**config.mk**
```make
export PLATFORM = sky130hd
export DESIGN_NAME = dbg_bkpt_force_reset
export DESIGN_NICKNAME = d
export VERILOG_FILES = /design/src/include/dbg_bkpt_pkg.sv /design/src/design/bkpt_compare.sv /design/src/design/dbg_bkpt_force_reset.sv
export SDC_FILE = /design/constraint.sdc
export NUM_CORES = 1
export LEC_CHECK = 0
export ABC_AREA = 1
export BUFFER_PORTS_ARGS = -buffer_cell sky130_fd_sc_hd__buf_2
export CAP_MARGIN = 20
export CORE_MARGIN = 2
export CORE_UTILIZATION = 47
export CTS_CLUSTER_SIZE = 12
export DETAILED_ROUTE_END_ITERATION = 10
export PLACE_DENSITY = 0.84
export REMOVE_ABC_BUFFERS = 1
export SYNTH_ARGS = -nofsm -noshare
export SYNTH_HDL_FRONTEND = slang
export SYNTH_SLANG_ARGS = --single-unit
```
**constraint.sdc**
```tcl
create_clock -name i_sys_clk -period 3.08 [get_ports i_sys_clk]
set_input_delay 0.154 -clock i_sys_clk [delete_from_list [all_inputs] [get_ports i_sys_clk]]
set_output_delay 0.154 -clock i_sys_clk [all_outputs]
set_load 0.005 [all_outputs]
```
**src/include/dbg_bkpt_pkg.sv**
```systemverilog
// package: constants and carrier types for the debug breakpoint and force-reset block
package dbg_bkpt_pkg;

  localparam int ADDR_W = 16;
  localparam int DATA_W = 8;

  // breakpoint register reset value
  localparam logic [15:0] BKPT_RESET = 16'h0000;
  // force-reset register: read value and field position
  localparam logic [7:0] FORCE_RESET_READ = 8'h00;
  localparam int FORCE_RESET_BIT_POS = 0;
  // debug status/control field positions used here
  localparam int BKPT_EN_POS = 5;
  localparam int FTS_POS = 4;
  // length of the reset request pulse in cycles
  localparam int RESET_PULSE_CYCLES = 1;

  // serial debug command kinds seen by this block
  typedef enum logic [1:0] {
    CMD_NONE,
    CMD_READ_BREAKPOINT_CMD,
    CMD_WRITE_BREAKPOINT_CMD,
    CMD_WRITE_FORCE_RESET
  } dbg_cmd_t;

  // one decoded debug command
  typedef struct packed {
    logic valid;
    dbg_cmd_t cmd;
    logic [15:0] wdata;
  } dbg_req_t;

  // cpu bus view for the comparator
  typedef struct packed {
    logic fetch;
    logic [15:0] addr;
  } cpu_bus_t;

  // user program bus write attempt
  typedef struct packed {
    logic wr;
    logic [7:0] wdata;
  } user_wr_t;

endpackage

```
**src/design/bkpt_compare.sv**
```systemverilog
// address comparator with force/tag decision
`timescale 1ns/10ps
module bkpt_compare (
  // configuration
  input wire logic i_enable,
  input wire logic i_force_sel,
  input wire logic [15:0] i_bkpt_addr,
  // cpu bus
  input wire dbg_bkpt_pkg::cpu_bus_t i_bus,
  // results
  output logic o_force_hit,
  output logic o_tag_hit
);
  import dbg_bkpt_pkg::*;

  logic match;

  assign match = i_enable && (i_bus.addr == i_bkpt_addr);
  assign o_force_hit = match && i_force_sel;
  assign o_tag_hit = match && !i_force_sel && i_bus.fetch;
endmodule

```
**src/design/dbg_bkpt_force_reset.sv**
```systemverilog
// breakpoint match register, force-reset register and breakpoint request logic
`timescale 1ns/10ps
// Behaviour
// - a 16-bit breakpoint address register feeds the breakpoint comparator
// - enable and force/tag mode come from status/control bits, not this register
// - breakpoint register reached only by serial read/write breakpoint commands
// - force-reset register has one write-only control bit
// - user program writes ignored; host writes via serial memory-write command
// - force-reset register always reads zero
// - host writing one to bit 0 asserts a full system reset
// - enable bit clear disables breakpoint, ignoring mode and address; a tagged opcode reaching queue end still enters background
// - force mode: match forces background mode at next instruction boundary
// - tag mode: match tags opcode, background entered only if it reaches queue end
module dbg_bkpt_force_reset (
  // clock and reset
  input wire logic i_sys_clk,
  input wire logic i_rst_n,
  input wire logic i_clk_en,
  // serial debug command port
  input wire dbg_bkpt_pkg::dbg_req_t i_dbg_req,
  output logic [15:0] o_dbg_rdata,
  output logic o_dbg_rvalid,
  // user program write attempt to force-reset register
  input wire dbg_bkpt_pkg::user_wr_t i_user_wr,
  // debug status/control bits
  input wire logic [7:0] i_debug_status_control,
  // cpu pipeline
  input wire dbg_bkpt_pkg::cpu_bus_t i_cpu_bus,
  input wire logic i_insn_boundary,
  input wire logic i_queue_end,
  input wire logic i_queue_end_tagged,
  // outputs
  output logic o_tag_opcode,
  output logic o_enter_background,
  output logic o_force_system_reset
);
  import dbg_bkpt_pkg::*;

  logic [15:0] bkpt_q;
  logic [15:0] rdata_q;
  logic [15:0] rdata_d;
  logic rvalid_q;
  logic rvalid_d;
  logic reset_pulse_q;
  logic reset_pulse_d;
  logic enter_q;
  logic enter_d;
  logic force_hit;
  logic tag_hit;
  logic bkpt_en;
  logic force_or_tag_select;
  logic cmd_rd_bkpt;
  logic cmd_wr_bkpt;
  logic cmd_wr_force;
  logic force_bit;
  logic force_req;
  logic force_exec;
  logic tag_exec;
  logic unused_user;

  // force-mode breakpoint progress
  typedef enum logic [1:0] {
    BP_OFF,
    BP_WATCH,
    BP_PENDING
  } bp_state_t;

  bp_state_t bp_state_q;
  bp_state_t bp_state_d;

  // control bits from the status/control register
  assign bkpt_en = i_debug_status_control[BKPT_EN_POS];
  assign force_or_tag_select = i_debug_status_control[FTS_POS];

  // command decode, one strobe per command kind except CMD_NONE, all held low while the clock enable is low
  always_comb begin
    cmd_rd_bkpt = 1'b0;
    cmd_wr_bkpt = 1'b0;
    cmd_wr_force = 1'b0;
    if (!i_clk_en || !i_dbg_req.valid) begin
      cmd_rd_bkpt = 1'b0;
    end else if (i_dbg_req.cmd == CMD_READ_BREAKPOINT_CMD) begin
      cmd_rd_bkpt = 1'b1;
    end else if (i_dbg_req.cmd == CMD_WRITE_BREAKPOINT_CMD) begin
      cmd_wr_bkpt = 1'b1;
    end else if (i_dbg_req.cmd == CMD_WRITE_FORCE_RESET) begin
      cmd_wr_force = 1'b1;
    end
  end

  // only one bit of the force-reset register is implemented
  assign force_bit = i_dbg_req.wdata[FORCE_RESET_BIT_POS];
  assign force_req = cmd_wr_force && force_bit;

  // breakpoint register, written only by serial command
  always_ff @(posedge i_sys_clk or negedge i_rst_n) begin
    if (!i_rst_n) begin
      bkpt_q <= BKPT_RESET;
    end else if (cmd_wr_bkpt) begin
      bkpt_q <= i_dbg_req.wdata;
    end
  end

  // one answer strobe for each serial read or force-reset access
  assign rvalid_d = cmd_rd_bkpt || cmd_wr_force;

  // read answer strobe
  always_ff @(posedge i_sys_clk or negedge i_rst_n) begin
    if (!i_rst_n) begin
      rvalid_q <= 1'b0;
    end else if (i_clk_en) begin
      rvalid_q <= rvalid_d;
    end
  end

  // read data source, held until the next answer
  always_comb begin
    rdata_d = rdata_q;
    if (cmd_rd_bkpt) begin
      rdata_d = bkpt_q;
    end else if (cmd_wr_force) begin
      rdata_d = {8'h00, FORCE_RESET_READ};
    end
  end

  // read data register
  always_ff @(posedge i_sys_clk or negedge i_rst_n) begin
    if (!i_rst_n) begin
      rdata_q <= 16'h0000;
    end else if (i_clk_en) begin
      rdata_q <= rdata_d;
    end
  end

  // force-reset request is a pulse, the bit itself is never stored
  assign reset_pulse_d = force_req;

  // force-reset pulse register
  always_ff @(posedge i_sys_clk or negedge i_rst_n) begin
    if (!i_rst_n) begin
      reset_pulse_q <= 1'b0;
    end else if (i_clk_en) begin
      reset_pulse_q <= reset_pulse_d;
    end
  end

  // user program writes have no path into the block
  assign unused_user = i_user_wr.wr ^ (|i_user_wr.wdata);

  bkpt_compare u_cmp (
    .i_enable(bkpt_en),
    .i_force_sel(force_or_tag_select),
    .i_bkpt_addr(bkpt_q),
    .i_bus(i_cpu_bus),
    .o_force_hit(force_hit),
    .o_tag_hit(tag_hit)
  );

  // force match held until the next instruction boundary; a new match wins
  always_comb begin
    bp_state_d = bp_state_q;
    case (bp_state_q)
      BP_OFF: begin
        if (force_hit) begin
          bp_state_d = BP_PENDING;
        end else if (bkpt_en) begin
          bp_state_d = BP_WATCH;
        end
      end
      BP_WATCH: begin
        if (!bkpt_en) begin
          bp_state_d = BP_OFF;
        end else if (force_hit) begin
          bp_state_d = BP_PENDING;
        end
      end
      BP_PENDING: begin
        if (!bkpt_en) begin
          bp_state_d = BP_OFF;
        end else if (force_hit) begin
          bp_state_d = BP_PENDING;
        end else if (i_insn_boundary) begin
          bp_state_d = BP_WATCH;
        end
      end
      default: begin
        bp_state_d = BP_OFF;
      end
    endcase
  end

  // force-mode state register
  always_ff @(posedge i_sys_clk or negedge i_rst_n) begin
    if (!i_rst_n) begin
      bp_state_q <= BP_OFF;
    end else if (i_clk_en) begin
      bp_state_q <= bp_state_d;
    end
  end

  // entry causes: pending force match at a boundary, or tagged opcode at queue end
  assign force_exec = (bp_state_q == BP_PENDING) && i_insn_boundary;
  assign tag_exec = i_queue_end && i_queue_end_tagged;
  assign enter_d = force_exec || tag_exec;

  // background entry request
  always_ff @(posedge i_sys_clk or negedge i_rst_n) begin
    if (!i_rst_n) begin
      enter_q <= 1'b0;
    end else if (i_clk_en) begin
      enter_q <= enter_d;
    end
  end

  // outputs
  assign o_tag_opcode = tag_hit;
  assign o_enter_background = enter_q;
  assign o_force_system_reset = reset_pulse_q;
  assign o_dbg_rdata = rdata_q;
  assign o_dbg_rvalid = rvalid_q;
endmodule

```
# Word-level counts from Yosys, hierarchy flattened
# Cells that the tools add are included.
# word_totals
regBits	37
in_bits	59
out_inout_bits	20
wordCells	51
# classes
eq_ne	9
n_mux	19
reduce_logical	17
# op_table
cell	n
16-bit 2-to-1 mux	2
16-bit equality test	1
2-bit 2-to-1 mux	7
1-bit 2-to-1 mux	9
1-bit logical AND	7
2-bit equality test, second input constant	3
3-bit inequality test, second input constant	2
2-bit case mux with 3 select lines	1
2-bit by 1-bit equality test with 1-bit output, second input constant	2
4-bit inequality test, second input constant	1
4-bit AND reduction	1
1-bit logical NOT	3
1-bit logical OR	3
2-bit logical NOT	1
2-bit AND reduction	1
2-bit nonzero test	1

# Depth between registers and ports, before layout
# logic_depth
depth_word	7
ltp_mapped	12

# Modules after synthesis
# Synthesis repeated with hierarchy kept, for this count alone.
# unflattened
cells_unflattened	256
hier_area_um2	1849.3
# modules_own_cells
module	instances	cells_per_inst	area_per_inst_um2	seq_area_each_um2
dbg_bkpt_force_reset	1	174	1520.2	925.9
bkpt_compare	1	82	329.1	0.0

# Worst setup path before layout
# No wires, ideal clock.
# synth_timing
kind	register to register
from	reg bkpt_q[0]
to	reg bp_state_q[1]
arrival_ns	1.169
t_required_ns	2.962
path_slack_ns	1.793
path_stages_with_launch	11
n_path_buf	0
synth_period_minus_slack_ns	1.287
cell_sequence	dfrtp_1 > nand2_1 > inv_2 > nor2_1 > nand2_1 > nor2_1 > nand4_2 > nand2_2 > nand3_2 > nand2_1 > nand2_1
# synth_between
elab_chain_len	6
elab_cells_between_ends	11
# synth_rtl
item	line	text
from (decl)	dbg_bkpt_force_reset.sv:39	logic [15:0] bkpt_q;
from (signal assigned)	dbg_bkpt_force_reset.sv:100	bkpt_q <= i_dbg_req.wdata;
16-bit equality test (*)	bkpt_compare.sv:18	assign match = i_enable && (i_bus.addr == i_bkpt_addr);
1-bit logical AND (*)	bkpt_compare.sv:18	
1-bit logical AND (*)	bkpt_compare.sv:19	assign o_force_hit = match && i_force_sel;
2-bit 2-to-1 mux	dbg_bkpt_force_reset.sv:180	end else if (force_hit) begin
2-bit 2-to-1 mux	dbg_bkpt_force_reset.sv:178	if (!bkpt_en) begin
2-bit case mux with 3 select lines	dbg_bkpt_force_reset.sv:162	case (bp_state_q)
to (signal assigned)	dbg_bkpt_force_reset.sv:197	bp_state_q <= bp_state_d;
to (decl)	dbg_bkpt_force_reset.sv:68	bp_state_t bp_state_q;
# Mark *: on every way between the ends. The rest lies on a longest branch, timed or not.
# A chain may end at the register's enable or synchronous reset.

# Final worst setup path
# layout_timing
from	reg bkpt_q[2]
to	out o_tag_opcode
# layout_between
elab_chain_len	4
# layout_rtl
item	line	text
16-bit equality test	bkpt_compare.sv:18	
1-bit logical AND	bkpt_compare.sv:18	
1-bit logical AND (2 in series)	bkpt_compare.sv:20	assign o_tag_hit = match && !i_force_sel && i_bus.fetch;
to (decl)	dbg_bkpt_force_reset.sv:33	output logic o_tag_opcode,
# Every way passes these cells.

==> summary.md <==
| Metric | Value |
|---|---|
| Post-Syn Instances | 275 |
| Crit path max fanout | 3 |
| Post-CTS Setup Inserts | 0 |
| RSZ-0062 raised after global routing | false |
| Synth unique cells | 21 |
| Crit. End Element | output port |
| Synth warn | 0 |
| Antenna diode count | 0 |
| Final setup viols | 0 |
| I/O pin total | 79 |
| Fin crit period | 1.86 ns |
| Smallest hold slack | 0.102 ns |
| Worst R2R End | bp_state_q[0] |
| Max-Cap Viols | 0 |
| Critical path's slowest cell | dfrtp_1 |
| Slew Viols, Final | 0 |
| Fin. Hold Viols | 0 |
| Final Util | 60.5% |
| Multi-input logic area | 863 sq um |
| Vias | 1898 |
| Family with the most delay on the worst path | simple AND/OR/NAND/NOR gates |
| Nets | 401 |
| Clock tree sinks | 37 |
| Worst VDD drop | 0.305 mV |
| DR vias/cell | 4.84 |
| Die Area | 4700 sq um |
| Crit Path Class | reg2out |
| Setup TNS Final | 0 ns |
| Slew @ Worst Pin | 0.812 ns |
| Clock Skew | 0.00131 ns |
| Filler instances | 381 |
| Arr. time, crit path | 1.71 ns |
| Clk Latency, worst-skew pair | 0.29 ns |
| Commonest non-fill, non-tap cell in the layout | nand2_1 |
| Crit path from | bkpt_q[2] |
| Storage cell area | 926 sq um |
| Final worst-path cycle share | 60.5% |
| R2R cell count | 8 |
| PwrDens | 555 nW/um^2 |
| Critical path depth | 9 |
| Relative slew slack | 45.9% |
| Worst endpoint required time | 2.93 ns |
| Post-synthesis instance area | 1960 sq um |
| CTS Root Cell | clkbuf_8 |
| Share of post-route cells with drive strength above 1 | 25.1% |
| Core Rows | 23 |
| Remaining DRCs | 0 |
| DRT Wirelength | 4550 um |
| Seq/Total Area, Yosys | 47.3% |
| Worst Setup Start Kind | flip-flop |
| Global Route Usage Sum | 21.3% |
| Reg2reg start | bkpt_q[4] |
| ANT nets after route | 0 |
| Status | complete, no violations |
| P&R area growth vs syn | 23.6% |
| Largest net degree at the start of global routing | 38 |
| Core Area | 4000 sq um |
| CTS clk-pin slew, worst paths | 0.07 ns |
| Starting Density | 49.0% |
| 1st-iter DRT viols | 105 |
| Die height | 68.5 um |
| Slowest cell delay on critical path | 0.34 ns |
| CP Cell Sequence | inv_1 -> nand2_1 -> o21ai_0 -> nor2_1 -> nand2_1 -> nor2_1 -> nand3_1 -> nor3b_1 -> buf_2 |
| CTS Buffer Depth | 2 |
| Initial antenna violation count | 0 |
| Routability Congestion | 0.876 |
| HPWL after DPL | 3490 um |
| Gr ovfl total | 0 |
| Seq cells post-synth | 37 |
| Vias in the first global route | 1743 |
| Most frequent cells in the layout | nand2_1 (91), buf_2 (63), nor2_1 (38) |
| Min-Delay Path Class | in2reg |
| Buf/Inv on CP | 2 |
| Port buffer count | 63 |
| Global-route wire length before repair | 7370 um |
| Die W | 68.5 um |
| FMAX | 0.537 GHz |
| H-tree levels | 2 |
| R2R Setup Slk | 1.63 ns |
| Crit path to | o_tag_opcode |
| Syn_area_per_cell | 7.12 sq um |
| Drt pass-1 iters | 4 |
| Pleak | 1.43 nW |
| WL per Instance | 11.6 um |
| CTS tree | done |
| CTS Buf Count | 5 |
logic make-up after synthesis:
logic type | Yosys count | synth area share, %
buffers and inverters | 45 | 8.63
AOI/OAI and AO/OA | 35 | 9.20
muxes | 1 | 0.575
DFF | 37 | 47.3
xor gates and xnor gates | 3 | 1.34
and+or+nand+nor | 154 | 33.0
per-stage QoR:
step / setup slack, ns / instances / total power [mW] / cell area (sq um)
6_report: 1.22 / 392 / 1.34 / 2420
5_1_grt: 1.09 / 392 / 1.45 / 2420
4_1_cts: 1.24 / 392 / 1.35 / 2420
3_5_place_dp: 1.55 / 384 / 1.01 / 2320
3_3_place_gp: 1.58 / 384 / 0.993 / 2320
2_1_floorplan: 1.79 / 270 / 0.870 / 1940
power breakdown:
group	switching [mW]	total (mW)	leakage [nW]	internal (mW)
clock	0.162	0.339	0.0443	0.177
sequential	0.0562	0.634	0.441	0.578
combinational	0.219	0.370	0.941	0.151
routing by layer:
layer	routed length [um]	share of wire, %	up-vias	track usage (%)
li1	-	-	984	-
met1	2000	44	851	26.2
met2	2200	48	58	36.5
met3	315	6.9	5	5.84
met4	44	0.97	0	6.00
met5	0	0	-	0
sequential cells by signal, summed over array words and instances, names as in the netlist:
| name | cells |
|---|---|
| o_dbg_rvalid | 1 |
| o_enter_background | 1 |
| bp_state_q | 2 |
| bkpt_q | 16 |
| o_force_system_reset | 1 |
| o_dbg_rdata | 16 |
cell usage after synthesis:
cell | count | area share [%]
inv_2 | 7 | 1.3
nor2_2 | 2 | 0.64
xor2_1 | 1 | 0.45
o21ai_0 | 16 | 4.1
xnor2_1 | 2 | 0.89
nor3b_1 | 1 | 0.38
nand3_2 | 2 | 1.0
clkbuf_1 | 5 | 0.96
inv_1 | 33 | 6.3
nor3_1 | 1 | 0.26
nand3_1 | 7 | 1.8
nand2_1 | 91 | 17
a21oi_1 | 18 | 4.6
a32o_1 | 1 | 0.51
nand4_1 | 7 | 2.2
mux2_2 | 1 | 0.58
nand4_2 | 1 | 0.64
dfrtp_1 | 37 | 47
nand2_2 | 3 | 0.96
and3_1 | 1 | 0.32
nor2_1 | 38 | 7.3
worst register-to-register path: cells and delay by family, from the launching register on:
| family | cells | cell delay, ns |
|---|---|---|
| xor+xnor | 1 | 0.20 |
| flops | 1 | 0.43 |
| simple gates | 7 | 0.72 |
worst min-delay path by stage:
stage	startpoint	to	slack, ns	cells past startpoint
finish	i_dbg_req[4]	bkpt_q[4]	0.10	2
global placement	i_rst_n	o_dbg_rdata[10]	0.29	1
detailed placement	i_rst_n	o_dbg_rdata[3]	0.30	1
CTS	i_dbg_req[4]	bkpt_q[4]	0.09	2
global route	i_dbg_req[4]	bkpt_q[4]	0.09	2
floorplan	i_rst_n	bkpt_q[0]	-0.14	0
final cells by class:
type | count | share of cell area, %
clock buffer | 7 | 3.57
inverter | 40 | 6.20
multi-input combinational | 193 | 35.7
sequential | 37 | 38.2
tap | 50 | 2.58
timing repair buffer | 65 | 13.7
repair_timing:
action	CTS	global route
gates resized for setup	0	0
hold buffers	1	0
endpoints found under the hold margin	37	0
Note: power is estimated with default switching activity, not from simulation.
